$ cat config.mk
export PLATFORM = sky130hd
export DESIGN_NAME = ubc_baud_cfg
export DESIGN_NICKNAME = d
export VERILOG_FILES = /design/src/design/ubc_tick_div.v /design/src/design/ubc_frame_fmt.v /design/src/design/ubc_baud_cfg.v
export VERILOG_INCLUDE_DIRS = /design/src /design/src/design
export SDC_FILE = /design/constraint.sdc
export NUM_CORES = 1
export LEC_CHECK = 0
export BUFFER_PORTS_ARGS = -buffer_cell sky130_fd_sc_hd__buf_4
export CAP_MARGIN = 20
export CORE_MARGIN = 5
export CORE_UTILIZATION = 53
export DETAILED_ROUTE_END_ITERATION = 7
export PLACE_DENSITY = 0.91
export SETUP_SLACK_MARGIN = 0.5
export SLEW_MARGIN = 20
export SYNTH_ARGS = -nofsm -noshare
export SYNTH_HDL_FRONTEND = slang
export SYNTH_SLANG_ARGS = --single-unit
$ cat constraint.sdc
create_clock -name clk -period 3.6 [get_ports clk]
set_clock_uncertainty 0.15 [all_clocks]
set_input_delay 0.36 -clock clk [delete_from_list [all_inputs] [get_ports clk]]
set_output_delay 0.36 -clock clk [all_outputs]
set_load 0.02 [all_outputs]
$ cat src/design/ubc_regs.vh
// ubc_regs.vh: register map, field positions and divider constants
//
// Function
// - prescaler code 01 divides by 4, 10 by 3, 11 by 5
// - rate codes 0000-1011 pick baud generator, 1101 reload timer, 1111 external
// - parity sense 0 means even parity, 1 means odd, when parity is on
// - ninth bit reads received bit 8 and supplies transmitted bit 8
// - data length follows mode and parity: 6/7, 7/8, 8+1, 8/9
// - transmitter sends one or two stop bits, receiver expects one
// - a mode outside the listed modes leaves the port idle
// - every frame carries start and stop bits, synchronous too
// - synchronous upper rate bits 010, 011, 100 divide by 2, 4, 8
// - asynchronous 000/010/011/100 divide by 8 times 1/2/4/8, times 12 or 13
// - asynchronous 001 and 101 need low rate bit 1, 101 divides by 8 more
// - asynchronous rate is synchronous rate over 8x13, 8x12 or 8
// - synchronous rate is prescaled clock over two to the (m minus one)
// - serial clock pin is external input when direction in, output off, code 1111
// - parity is generated and checked only while parity enable is set
`ifndef UBC_REGS_VH
`define UBC_REGS_VH

// word addresses on the register bus
`define UBC_ADDR_RATE    2'h0
`define UBC_ADDR_MODE    2'h1
`define UBC_ADDR_STAT    2'h2

// rate_and_ninth_bit_control fields
`define UBC_RATE_PS_HI   7
`define UBC_RATE_RC_MSB  6
`define UBC_RATE_RC_LSB  3
`define UBC_RATE_PS_LO   2
`define UBC_RATE_ODD     1
`define UBC_RATE_BIT8    0
`define UBC_RATE_RST     8'h00

// serial_mode_control fields
`define UBC_MODE_MSB     1
`define UBC_MODE_LSB     0
`define UBC_MODE_PEN     2
`define UBC_MODE_STOP2   3
`define UBC_MODE_ASYNC   4
`define UBC_MODE_SERIAL_CLOCK_OUT_ENABLE    5
`define UBC_MODE_RST     8'h00

// prescaler divisors
`define UBC_PS_DIV_01    3'h4
`define UBC_PS_DIV_10    3'h3
`define UBC_PS_DIV_11    3'h5

// rate code points
`define UBC_RC_DED_MAX   4'hb
`define UBC_RC_RELOAD    4'hd
`define UBC_RC_EXT       4'hf
`define UBC_ASY_K12      4'hc
`define UBC_ASY_K13      4'hd
`define UBC_ASY_DIV_001  7'h01
`define UBC_ASY_DIV_101  7'h08
`define UBC_OS_PER_BIT   4'h8

// frame data lengths
`define UBC_LEN_M0_PAR   4'h6
`define UBC_LEN_M0_NOP   4'h7
`define UBC_LEN_M1_PAR   4'h7
`define UBC_LEN_M1_NOP   4'h8
`define UBC_LEN_M2       4'h9
`define UBC_LEN_M3_PAR   4'h8
`define UBC_LEN_M3_NOP   4'h9
`define UBC_STOP_ONE     2'h1
`define UBC_STOP_TWO     2'h2

`endif

$ cat src/design/ubc_tick_div.v
// ubc_tick_div.v: enable-driven modulo counter producing a tick
`timescale 1ns/1ns
module ubc_tick_div #(
  parameter W = 7
) (
  input  wire         clk,
  input  wire         rst_b,
  input  wire         ce,
  input  wire         en,
  input  wire         clr,
  input  wire [W-1:0] div,
  output wire         tick,
  output wire [W-1:0] cnt
);
  reg  [W-1:0] cnt_reg;
  wire         last;

  // a divisor of one ticks on every enable
  assign last = (cnt_reg == (div - {{(W-1){1'b0}}, 1'b1}));
  assign tick = en & last & ~clr;
  assign cnt  = cnt_reg;

  // counts enables; clear restarts the phase after a setting change
  always @(posedge clk or negedge rst_b)
  begin
    if (!rst_b)
      cnt_reg <= {W{1'b0}};
    else if (ce)
    begin
      if (clr)
        cnt_reg <= {W{1'b0}};
      else if (en)
        cnt_reg <= last ? {W{1'b0}} : cnt_reg + {{(W-1){1'b0}}, 1'b1};
    end
  end
endmodule

$ cat src/design/ubc_frame_fmt.v
// ubc_frame_fmt.v: decode of operating mode into frame format
`timescale 1ns/1ns
`include "ubc_regs.vh"
module ubc_frame_fmt (
  input  wire [1:0] mode,
  input  wire       parity_enable,
  output reg  [3:0] data_len,
  output reg        mode_ok,
  output wire       parity_use,
  output wire       nine_bit
);
  // mode 2 with parity is not a listed mode
  always @*
  begin
    mode_ok = 1'b1;
    case (mode)
      2'h0: data_len = parity_enable ? `UBC_LEN_M0_PAR : `UBC_LEN_M0_NOP;
      2'h1: data_len = parity_enable ? `UBC_LEN_M1_PAR : `UBC_LEN_M1_NOP;
      2'h2:
      begin
        data_len = `UBC_LEN_M2;
        mode_ok  = ~parity_enable;
      end
      default: data_len = parity_enable ? `UBC_LEN_M3_PAR : `UBC_LEN_M3_NOP;
    endcase
  end

  // parity only where enabled and the mode carries it
  assign parity_use = parity_enable & mode_ok;
  // the ninth bit means something only in 9-bit modes without parity
  assign nine_bit   = ~parity_enable & mode[1];
endmodule

$ cat src/design/ubc_baud_cfg.v
// ubc_baud_cfg.v: serial port rate generator and frame configuration
//
// The address map and the Avalon-MM interface to the registers are this design's own decisions.
`timescale 1ns/1ns
`include "ubc_regs.vh"
module ubc_baud_cfg (
  input  wire        clk,
  input  wire        rst_b,
  input  wire        ce,
  input  wire [1:0]  avs_address,
  input  wire        avs_read,
  input  wire        avs_write,
  input  wire [31:0] avs_writedata,
  input  wire [3:0]  avs_byteenable,
  output wire [31:0] avs_readdata,
  output wire        avs_waitrequest,
  input  wire        tx_data_empty_flag,
  input  wire        reload_tick,
  input  wire        sclk_pin_in,
  input  wire        sclk_port_dir_in,
  input  wire        rx_load,
  input  wire        rx_bit8,
  output wire        bit_tick,
  output wire        sample_tick,
  output wire        port_active,
  output wire        async_mode,
  output wire [3:0]  data_len,
  output wire        parity_en,
  output wire        parity_odd,
  output wire        tx_bit8,
  output wire [1:0]  tx_stop_bits,
  output wire [1:0]  rx_stop_bits,
  output wire        frame_start_stop,
  output wire        sclk_out,
  output wire        sclk_oe
);
  // clock source codes for the status register
  localparam SRC_NONE = 2'h0;
  localparam SRC_DED  = 2'h1;
  localparam SRC_RLD  = 2'h2;
  localparam SRC_EXT  = 2'h3;

  reg  [7:0]  rate_reg;
  reg  [7:0]  mode_reg;
  reg         tx_bit8_reg;
  reg         rx_bit8_reg;
  reg         ack_reg;
  reg  [31:0] rdata_reg;
  reg         ext_s1_reg;
  reg         ext_s2_reg;
  reg         ext_s3_reg;
  reg         bit_tick_reg;
  reg         sample_tick_reg;
  reg         active_reg;
  reg         async_reg;
  reg  [3:0]  len_reg;
  reg         par_en_reg;
  reg         par_odd_reg;
  reg  [1:0]  tx_stop_reg;
  reg         sclk_reg;
  reg         sclk_oe_reg;
  reg  [2:0]  ps_div;
  reg  [6:0]  rate_div;
  reg         rate_ok;
  reg  [1:0]  src_sel;
  reg  [31:0] rd_mux;

  wire        req;
  wire        wr_en;
  wire        cfg_wr;
  wire [1:0]  ps_code;
  wire [3:0]  rc;
  wire [2:0]  rc_hi;
  wire        rc_lo;
  wire        is_async;
  wire        serial_clock_out_enable;
  wire        dedicated;
  wire        ext_ok;
  wire        ext_rise;
  wire [3:0]  fmt_len;
  wire        mode_ok;
  wire        parity_use;
  wire        nine_bit;
  wire        clk_run;
  wire        div_clr;
  wire        pre_tick;
  wire        rate_tick;
  wire [6:0]  rate_cnt;
  wire        src_tick;
  wire        os_tick;
  wire [3:0]  asy_k;

  // bus handshake: one wait cycle; a frozen clock enable stretches it,
  // so a write is never acknowledged in a cycle that cannot commit it
  assign req             = avs_read | avs_write;
  assign avs_waitrequest = req & ~(ack_reg & ce);
  assign avs_readdata    = rdata_reg;
  assign wr_en           = avs_write & ack_reg & ce & avs_byteenable[0];
  assign cfg_wr          = wr_en & (avs_address != `UBC_ADDR_STAT);

  // field views
  assign ps_code  = {rate_reg[`UBC_RATE_PS_HI], rate_reg[`UBC_RATE_PS_LO]};
  assign rc       = rate_reg[`UBC_RATE_RC_MSB:`UBC_RATE_RC_LSB];
  assign rc_hi    = rc[3:1];
  assign rc_lo    = rc[0];
  assign is_async = mode_reg[`UBC_MODE_ASYNC];
  assign serial_clock_out_enable     = mode_reg[`UBC_MODE_SERIAL_CLOCK_OUT_ENABLE];
  assign asy_k    = rc_lo ? `UBC_ASY_K13 : `UBC_ASY_K12;

  ubc_frame_fmt u_fmt (
    .mode       (mode_reg[`UBC_MODE_MSB:`UBC_MODE_LSB]),
    .parity_enable        (mode_reg[`UBC_MODE_PEN]),
    .data_len   (fmt_len),
    .mode_ok    (mode_ok),
    .parity_use (parity_use),
    .nine_bit   (nine_bit)
  );

  // prescaler divisor; code 00 leaves it stopped
  always @*
  begin
    case (ps_code)
      2'h1:    ps_div = `UBC_PS_DIV_01;
      2'h2:    ps_div = `UBC_PS_DIV_10;
      2'h3:    ps_div = `UBC_PS_DIV_11;
      default: ps_div = 3'h0;
    endcase
  end

  // dedicated generator ratio in prescaled ticks per serial clock;
  // in async the serial clock is eight times the bit rate
  always @*
  begin
    rate_div = 7'h01;
    rate_ok  = 1'b0;
    if (!is_async)
    begin
      case (rc_hi)
        3'h2:
        begin
          rate_div = 7'h02;
          rate_ok  = 1'b1;
        end
        3'h3:
        begin
          rate_div = 7'h04;
          rate_ok  = 1'b1;
        end
        3'h4:
        begin
          rate_div = 7'h08;
          rate_ok  = 1'b1;
        end
        default: rate_ok = 1'b0;
      endcase
    end
    else
    begin
      case (rc_hi)
        3'h0:
        begin
          rate_div = {3'h0, asy_k};
          rate_ok  = 1'b1;
        end
        3'h2:
        begin
          rate_div = {2'h0, asy_k, 1'b0};
          rate_ok  = 1'b1;
        end
        3'h3:
        begin
          rate_div = {1'h0, asy_k, 2'h0};
          rate_ok  = 1'b1;
        end
        3'h4:
        begin
          rate_div = {asy_k[3:0], 3'h0};
          rate_ok  = 1'b1;
        end
        3'h1:
        begin
          rate_div = `UBC_ASY_DIV_001;
          rate_ok  = rc_lo;
        end
        3'h5:
        begin
          rate_div = `UBC_ASY_DIV_101;
          rate_ok  = rc_lo;
        end
        default: rate_ok = 1'b0;
      endcase
    end
  end

  // external clock only while the pin is an input and not driven
  assign ext_ok    = sclk_port_dir_in & ~serial_clock_out_enable;
  assign dedicated = (rc <= `UBC_RC_DED_MAX);

  // clock source selection; codes 1100 and 1110 select nothing
  always @*
  begin
    if (dedicated)
      src_sel = rate_ok ? SRC_DED : SRC_NONE;
    else if (rc == `UBC_RC_RELOAD)
      src_sel = SRC_RLD;
    else if ((rc == `UBC_RC_EXT) && ext_ok)
      src_sel = SRC_EXT;
    else
      src_sel = SRC_NONE;
  end

  // an invalid mode or a prohibited setting stops every divider
  assign clk_run = mode_ok & (ps_div != 3'h0) & (src_sel != SRC_NONE);
  // a setting write restarts the phase; mid-frame changes are not guarded
  assign div_clr = cfg_wr | ~clk_run;

  ubc_tick_div #(.W(3)) u_pre (
    .clk   (clk),
    .rst_b (rst_b),
    .ce    (ce),
    .en    (clk_run),
    .clr   (div_clr),
    .div   (ps_div),
    .tick  (pre_tick),
    .cnt   ()
  );

  ubc_tick_div #(.W(7)) u_rate (
    .clk   (clk),
    .rst_b (rst_b),
    .ce    (ce),
    .en    (pre_tick & (src_sel == SRC_DED)),
    .clr   (div_clr),
    .div   (rate_div),
    .tick  (rate_tick),
    .cnt   (rate_cnt)
  );

  // serial clock from the chosen source; a stopped port passes no
  // reload or external tick either
  assign src_tick = clk_run & ((src_sel == SRC_DED) ? rate_tick :
                               (src_sel == SRC_RLD) ? reload_tick :
                               (src_sel == SRC_EXT) ? ext_rise : 1'b0);

  // async bit rate is the serial clock over eight
  ubc_tick_div #(.W(4)) u_os (
    .clk   (clk),
    .rst_b (rst_b),
    .ce    (ce),
    .en    (src_tick & is_async),
    .clr   (div_clr),
    .div   (`UBC_OS_PER_BIT),
    .tick  (os_tick),
    .cnt   ()
  );

  // the external pin crosses in through two flops; edge seen after them
  assign ext_rise = ext_s2_reg & ~ext_s3_reg;

  always @(posedge clk or negedge rst_b)
  begin
    if (!rst_b)
    begin
      // the pin idles high; resetting low would fake a rising edge
      ext_s1_reg <= 1'b1;
      ext_s2_reg <= 1'b1;
      ext_s3_reg <= 1'b1;
    end
    else if (ce)
    begin
      ext_s1_reg <= sclk_pin_in;
      ext_s2_reg <= ext_s1_reg;
      ext_s3_reg <= ext_s2_reg;
    end
  end

  // bus slave: ack one cycle after the request, read data captured alongside
  always @(posedge clk or negedge rst_b)
  begin
    if (!rst_b)
    begin
      ack_reg   <= 1'b0;
      rdata_reg <= 32'h0000_0000;
    end
    else if (ce)
    begin
      ack_reg <= req & ~ack_reg;
      if (avs_read & ~ack_reg)
        rdata_reg <= rd_mux;
    end
  end

  // read mux; unmapped words read zero
  always @*
  begin
    rd_mux = 32'h0000_0000;
    case (avs_address)
      `UBC_ADDR_RATE:
        rd_mux[7:0] = {rate_reg[7:1], rx_bit8_reg};
      `UBC_ADDR_MODE:
        rd_mux[7:0] = mode_reg;
      `UBC_ADDR_STAT:
        rd_mux[12:0] = {tx_stop_reg == `UBC_STOP_TWO, len_reg, 3'h0,
                        src_sel, tx_data_empty_flag, clk_run, active_reg};
      default: rd_mux = 32'h0000_0000;
    endcase
  end

  // software registers; the ninth bit written goes to the transmitter
  always @(posedge clk or negedge rst_b)
  begin
    if (!rst_b)
    begin
      rate_reg    <= `UBC_RATE_RST;
      mode_reg    <= `UBC_MODE_RST;
      tx_bit8_reg <= 1'b0;
    end
    else if (wr_en)
    begin
      if (avs_address == `UBC_ADDR_RATE)
      begin
        rate_reg    <= avs_writedata[7:0];
        // written on every rate register write, whether or not the transmit buffer is empty
        tx_bit8_reg <= avs_writedata[`UBC_RATE_BIT8];
      end
      else if (avs_address == `UBC_ADDR_MODE)
        mode_reg <= {2'h0, avs_writedata[5:0]};
    end
  end

  // received bit 8 is caught when the receiver loads a word while nine_bit is set
  always @(posedge clk or negedge rst_b)
  begin
    if (!rst_b)
      rx_bit8_reg <= 1'b0;
    else if (ce && rx_load && nine_bit)
      rx_bit8_reg <= rx_bit8;
  end

  // registered configuration and tick outputs
  always @(posedge clk or negedge rst_b)
  begin
    if (!rst_b)
    begin
      bit_tick_reg    <= 1'b0;
      sample_tick_reg <= 1'b0;
      active_reg      <= 1'b0;
      async_reg       <= 1'b0;
      len_reg         <= 4'h0;
      par_en_reg      <= 1'b0;
      par_odd_reg     <= 1'b0;
      tx_stop_reg     <= `UBC_STOP_ONE;
      sclk_reg        <= 1'b1;
      sclk_oe_reg     <= 1'b0;
    end
    else if (ce)
    begin
      bit_tick_reg    <= is_async ? os_tick : src_tick;
      sample_tick_reg <= src_tick;
      active_reg      <= mode_ok;
      async_reg       <= is_async;
      len_reg         <= fmt_len;
      par_en_reg      <= parity_use;
      par_odd_reg     <= rate_reg[`UBC_RATE_ODD];
      tx_stop_reg     <= mode_reg[`UBC_MODE_STOP2] ? `UBC_STOP_TWO
                                                   : `UBC_STOP_ONE;
      // square clock from the generator, a low pulse per reload tick
      sclk_reg        <= (src_sel == SRC_DED) ?
                         (rate_cnt >= {1'b0, rate_div[6:1]}) : ~src_tick;
      // clock drives out only in sync with an internal source
      sclk_oe_reg     <= serial_clock_out_enable & ~is_async & clk_run &
                         (src_sel != SRC_EXT);
    end
  end

  assign bit_tick         = bit_tick_reg;
  assign sample_tick      = sample_tick_reg;
  assign port_active      = active_reg;
  assign async_mode       = async_reg;
  assign data_len         = len_reg;
  assign parity_en        = par_en_reg;
  assign parity_odd       = par_odd_reg;
  assign tx_bit8          = tx_bit8_reg;
  assign tx_stop_bits     = tx_stop_reg;
  // the receiver checks one stop bit whatever the setting
  assign rx_stop_bits     = `UBC_STOP_ONE;
  // start and stop framing in both transfer methods
  assign frame_start_stop = active_reg;
  assign sclk_out         = sclk_reg;
  assign sclk_oe          = sclk_oe_reg;
endmodule

== Yosys cells after proc, flatten, opt, wreduce, memory -nomap -nowiden ==
Cells that the tools add are included.
Operators by class
  add/sub/neg operators: 5
  $lt $le $gt $ge: 2
  equality and inequality tests: 23
  multiplexer cells: 34
  bitwise logic cells: 38
  reductions and logical operators: 20
Operators with widths (count)
  7-bit one-hot mux with 5 select lines: 1
  7-bit 2-to-1 mux: 4
  1-bit AND: 26
  4-bit one-hot mux with 3 select lines: 2
  8-bit one-hot mux with 3 select lines: 1
  4-bit 2-to-1 mux: 4
  2-bit equality test (second input constant): 7
  1-bit 2-to-1 mux: 12
  1-bit NOT: 10
  2-bit AND reduction: 5
  3-bit 2-to-1 mux: 3
  3-bit one-hot mux with 3 select lines: 1
  2-bit by 1-bit equality test with 1-bit output (second input constant): 4
  4-bit equality test (second input constant): 2
  2-bit 2-to-1 mux: 4
  2-bit nonzero test: 4
  7-bit by 1-bit adder with 7-bit output (second input constant): 1
  7-bit equality test: 1
  7-bit by 6-bit greater-or-equal comparator with 1-bit output: 1
  7-bit by 1-bit subtractor with 7-bit output (second input constant): 1
  3-bit by 2-bit equality test with 1-bit output (second input constant): 2
  3-bit equality test (second input constant): 2
  5-bit 2-to-1 mux: 1
  4-bit by 1-bit adder with 4-bit output (second input constant): 1
  17 further kinds: 22
Storage, ports and cells
  register bits: 61
  input bits: 49

== Logic depth before layout (Yosys ltp) ==
  depth in word-level cells: 21
  mapped depth: 14

== Hierarchy ==
From an unflattened synthesis, not the netlist that was laid out.
Second synthesis, totals
  cell total of the unflattened synthesis: 402
  area total of the unflattened synthesis: 3877.5 um^2
By module, submodules not included
  ubc_baud_cfg: instances 1, cells an instance 261, area an instance 2628.8 um^2, sequential area each 1157.4 um^2
  ubc_tick_div at u_rate: instances 1, cells an instance 69, area an instance 608.1 um^2, sequential area each 175.2 um^2
  ubc_tick_div at u_os: instances 1, cells an instance 35, area an instance 324.1 um^2, sequential area each 100.1 um^2
  ubc_tick_div at u_pre: instances 1, cells an instance 26, area an instance 250.2 um^2, sequential area each 75.1 um^2
  ubc_frame_fmt: instances 1, cells an instance 11, area an instance 66.3 um^2, sequential area each 0.0 um^2

== Worst setup path before layout ==
Ideal clock, no wire load.
  path kind: reg-to-reg
  start: register rate_reg[6]
  end: register u_os.cnt_reg[2] (netlist: u_os.cnt[2])
  arrival time: 2561 ps
  data required time: 3355 ps
  setup slack: 793 ps
  cell stages (with the launch flop): 13
  buffers on the path: 2
  clock period less this slack: 2807 ps
  cell sequence: dfrtp_1 > buf_2 > buf_4 > o21ai_0 > a21o_1 > nand2_1 > ha_1 > xor2_1 > o311ai_1 > nor4_4 > a31oi_2 > o32a_1 > o31ai_1
Between the ends
  longest elaborated chain between the ends: 20
  elaborated cells on any way between the ends: 46
  those cells by class: 1 x add/sub; 1 x order compare; 11 x eq/ne; 14 x mux; 11 x bitwise; 8 x reduce/logical
Ends and longest elaborated chain
  start: declaration: RTL line ubc_baud_cfg.v:43  | reg [7:0] rate_reg;
  start signal: assignment: RTL line ubc_baud_cfg.v:314  | rate_reg <= `UBC_RATE_RST;
  start signal: assignment: RTL line ubc_baud_cfg.v:322  | rate_reg <= avs_writedata[7:0];
  3-bit equality test (tied with other cells): RTL line ubc_baud_cfg.v:138, ubc_baud_cfg.v:159
  4-bit OR reduction (no line) (tied with other cells)
  1-bit one-hot mux with 2 select lines or 1-bit 2-to-1 mux (tied branches): RTL line ubc_baud_cfg.v:159, ubc_baud_cfg.v:138
  1-bit 2-to-1 mux: RTL line ubc_baud_cfg.v:136  | if (!is_async)
  1-bit 2-to-1 mux: RTL line ubc_baud_cfg.v:203  | src_sel = rate_ok ? SRC_DED : SRC_NONE;
  2-bit 2-to-1 mux: RTL line ubc_baud_cfg.v:202  | if (dedicated)
  2-bit nonzero test: RTL line ubc_baud_cfg.v:213  | assign clk_run = mode_ok & (ps_div != 3'h0) & (src_sel != SRC_NONE);
  1-bit AND: RTL line ubc_baud_cfg.v:213
  [... 3 more ...]
  1-bit AND: RTL line ubc_tick_div.v:20  | assign tick = en & last & ~clr;
  1-bit AND: RTL line ubc_baud_cfg.v:232  | .en (pre_tick & (src_sel == SRC_DED)),
  1-bit AND (2 in series): RTL line ubc_tick_div.v:20
  1-bit 2-to-1 mux: RTL line ubc_baud_cfg.v:241  | assign src_tick = clk_run & ((src_sel == SRC_DED) ? rate_tick :
  1-bit AND: RTL line ubc_baud_cfg.v:241
  1-bit AND: RTL line ubc_baud_cfg.v:250  | .en (src_tick & is_async),
  2-bit nonzero test (no line)
  2-bit AND reduction (no line)
  end signal: assignment: RTL line ubc_tick_div.v:27  | cnt_reg <= {W{1'b0}};
  end signal: assignment: RTL line ubc_tick_div.v:31  | cnt_reg <= {W{1'b0}};
  end signal: assignment: RTL line ubc_tick_div.v:33  | cnt_reg <= last ? {W{1'b0}} : cnt_reg + {{(W-1){1'b0}}, 1'b1};
  end: declaration: RTL line ubc_tick_div.v:15  | reg [W-1:0] cnt_reg;
Several ways; a longest one is shown, not always the timed one.
A chain may end at the register's enable or synchronous reset.

== Worst setup path in the final report ==
  start: register rate_reg[3]
  end: register u_rate.cnt_reg[1] (netlist: u_rate.cnt[1])
Between the ends
  longest elaborated chain between the ends: 14
  elaborated cells on any way between the ends: 29
  those cells by class: 1 x add/sub; 1 x order compare; 4 x eq/ne; 12 x mux; 7 x bitwise; 4 x reduce/logical
Ends and longest elaborated chain (RTL line)
  parallel branches: the longest is 14 deep, another holds 7-bit by 1-bit subtractor with 7-bit output
  end signal: assignment: ubc_tick_div.v:27
  end signal: assignment: ubc_tick_div.v:31
  end signal: assignment: ubc_tick_div.v:33
  end: declaration: ubc_tick_div.v:15
Parallel ways; which one is timed is not known. The select of a mux whose other input is x is not followed.

==> summary.txt <==
Yosys
  – Yosys cell types: 63
  – Ys Warns: 0
  – Synth Instances: 395
  – Flops & latches, synth: slightly below 60
  – Register area share after synthesis: 39.6%
  – Synth Flop Type: dfrtp_1
  – Synth Area per Inst: 9.32 um^2
  – Post-synth ARST share: 100%
  – Synthesized area: about 3700 um^2
  – Post-synth EDFFs: 0

Route
  – Drt pass-1 iters: 4
  – Wirelength per Cell: around 16 um
  – ANT nets after route: 0
  – Post-Route WL: ~8700 um
  – Vias/cell: around 5.7
  – Via Count: approximately 3.1k
  – Initial DRC Count: ~250
  – DRC: 0

Setup path
  – Worst EP arrival: ~3.1 ns
  – Crit path capture type: flip-flop
  – Critical Path RT: 3.69 ns
  – Largest fanout on the critical path: 6
  – Critical path startpoint category: flip-flop
  – Reg-to-reg setup timing slack: 0.64 ns
  – WS Path Type: flip-flop to flip-flop

Layout
  – Most common cell after layout, fill and taps aside: buf_4
  – Most frequent cells in the layout: 63 x buf_4, 49 x dfrtp_1, 44 x nand2_1
  – Syn-to-layout area delta: 16.1%
  – Final instance area: between 4000 and 5000 um^2
  – Share of cells above drive strength 1: approximately 27%
  – Post-route insts no fill: approximately 550
  – Final Net Count: 505
  – ANT cells: 0
  – Final core utilization: about 63%
  – Max reg flops: 12

Die
  – Ports: 100
  – Die ar.: 8710 um^2
  – Row cnt: 30
  – Chip height: between 90 and 100 um
  – Starting Density: a little over half
  – Core ar.: just under 7000 um^2
  – Horiz. Die Dim: roughly 93 um

Clocking
  – Worst skew pair latency: approximately 0.36 ns
  – Root buf cell: clkbuf_8
  – Inserted Clock Buffers: 9
  – Reg clk slew, reported paths: approximately 0.070 ns
  – Sink Count: 58
  – CTS tree: done
  – H-tree depth: 3
  – Max Root-Sink Buffers: 2

Global routing
  – First-pass GRT wire length: about 14000 um
  – GR Util All Layers: between 20% and 30%
  – Initial antenna violation count: 0
  – Vias in the first global route: between 2k and 3k
  – Pin count of the biggest net entering global routing: a little under 60
  – Grt ovf: 0

Outcome
  – Status: finished, final reports clean

Placement
  – Final GP Congestion: ~0.86
  – Placed insts: about 520
  – Area after DPL: between 4000 and 5000 um^2
  – DPL Wire Length: approximately 6100 um
  – Buffers on Ports: 51

STA
  – Fmax: ~340 MHz
  – Final setup fails: 0
  – Worst Tran Pin Value: roughly 0.83 ns
  – Min Clock Period, post-route: slightly below 3 ns
  – Max Slew Vio Count: 0
  – Final Hold Fails: 0
  – Part of the cycle the worst path needs: a little over 80%
  – Slew headroom: about 44%
  – Setup TNS: 0 ns
  – RSZ-0062 raised after global routing: no

Hold path
  – Worst min path class: input port to flip-flop

Power and ir drop
  – Leakage: slightly below 2 nW
  – Power per cell area: ~570 nW/um^2
  – Maximum vdd drop: 0.317 mV

Flow run
  – Max_cap viols: 0
metal layers:
metal  part of all wire [%]  global-route usage (%)  vias up  routed length, um
met4                    2.4                    8.79        0                205
met1                     40                    24.9     1512               3490
met2                     49                    33.7      122               4260
met5                      0                       0        -                  0
li1                       -                       -     1458                  -
met3                    8.1                    5.55       24                699
worst max-delay path, stage by stage, from the launching register on:
cell and delay, ns:
dfrtp_2 0.41, and2b_2 0.25, o21ai_0 0.15, a21o_1 0.13
nand2_1 0.06, ha_2 0.33, xor2_1 0.20, o311ai_1 0.19
nor4_4 0.32, buf_4 0.20, and2_1 0.14, nor2_1 0.05
a32o_1 0.27
cell usage after synthesis, types with 4 or more instances:
master	n	area share, %
nor3b_1	4	0.82
a21oi_1	15	2.0
xor2_1	5	1.2
nor2b_1	7	1.2
clkbuf_1	9	0.92
nand4_1	5	0.85
mux2i_1	10	2.7
nand2_1	44	4.5
nand3b_1	4	0.82
a21o_1	6	1.2
mux2_2	20	6.1
nand3_1	13	1.8
dfrtp_1	53	36
dfstp_2	5	3.6
inv_1	19	1.9
o32a_1	4	1.1
a211oi_1	4	0.82
ha_1	12	4.1
nor2_1	19	1.9
buf_4	30	6.1
a31oi_1	5	0.85
nand2b_1	7	1.2
o21ai_0	32	4.3
o22ai_1	6	1.0
path summary, 6_finish.rpt:
kind                                              start                         to  cells after the start
worst max-delay path            rate_reg[3]$_DFFE_PN0P_  u_rate.cnt[1]$_DFFE_PN0P_                     12
worst min-delay path                   avs_writedata[1]    mode_reg[1]$_DFFE_PN0P_                      3
worst max register to register  rate_reg[3]$_DFFE_PN0P_  u_rate.cnt[1]$_DFFE_PN0P_                     12
worst min register to register     sclk_out$_DFFE_PN1P_       sclk_out$_DFFE_PN1P_                      2
max in group asynchronous                         rst_b    rate_reg[3]$_DFFE_PN0P_                      2
min in group asynchronous                         rst_b     parity_odd$_DFFE_PN0P_                      2
power by group:
part	total, mW	leakage (nW)	switching, mW	internal (mW)
sequential	0.911	0.736	0.132	0.779
clock	0.534	0.0891	0.269	0.265
combinational	1.01	1.13	0.569	0.443
cell families (layout without fill, tap and decap cells):
group                      Yosys count  in the layout  share of synthesized area, %
AOI/OAI and AO/OA                  102            102                          18.7
xor gates and xnor gates             8              8                          1.90
muxes                               30             30                          8.83
buffers and inverters               64             99                          9.68
adders and majority gates           12             12                          4.08
other                                2             21                         0.204
and+or+nand+nor                    119            119                          17.0
DFF                                 58             58                          39.6
area by class of cell:
class	count	area (um^2)
fill	534	2520
clock inverter	5	31.3
multi-input combinational	292	1970
sequential	58	1460
timing repair buffer	64	483
tap	96	120
inverter	19	71.3
clock buffer	11	141
repair_timing:
item / 4_1_cts / 5_1_grt
resized for setup: 2 / 8
hold buffers: 1 / 0
endpoints found under the setup margin: 7 / 14
pin swaps: 1 / 2
buffers inserted: 2 / 5
hold endpoints to repair: 53 / 0
gates cloned: 0 / 0
metrics by stage:
| stage | setup slack (ns) | hold WS (ns) | power [mW] |
|---|---|---|---|
| 5_1_grt | 0.527 | 0.0740 | 2.61 |
| 6_report | 0.645 | 0.0719 | 2.46 |
| 3_3_place_gp | 0.460 | 0.310 | 1.79 |
| 3_5_place_dp | 0.322 | 0.314 | 1.84 |
| 4_1_cts | 0.541 | 0.0696 | 2.40 |
| 2_1_floorplan | 0.793 | -0.0856 | 1.59 |
(Power assumes the default switching activity.)
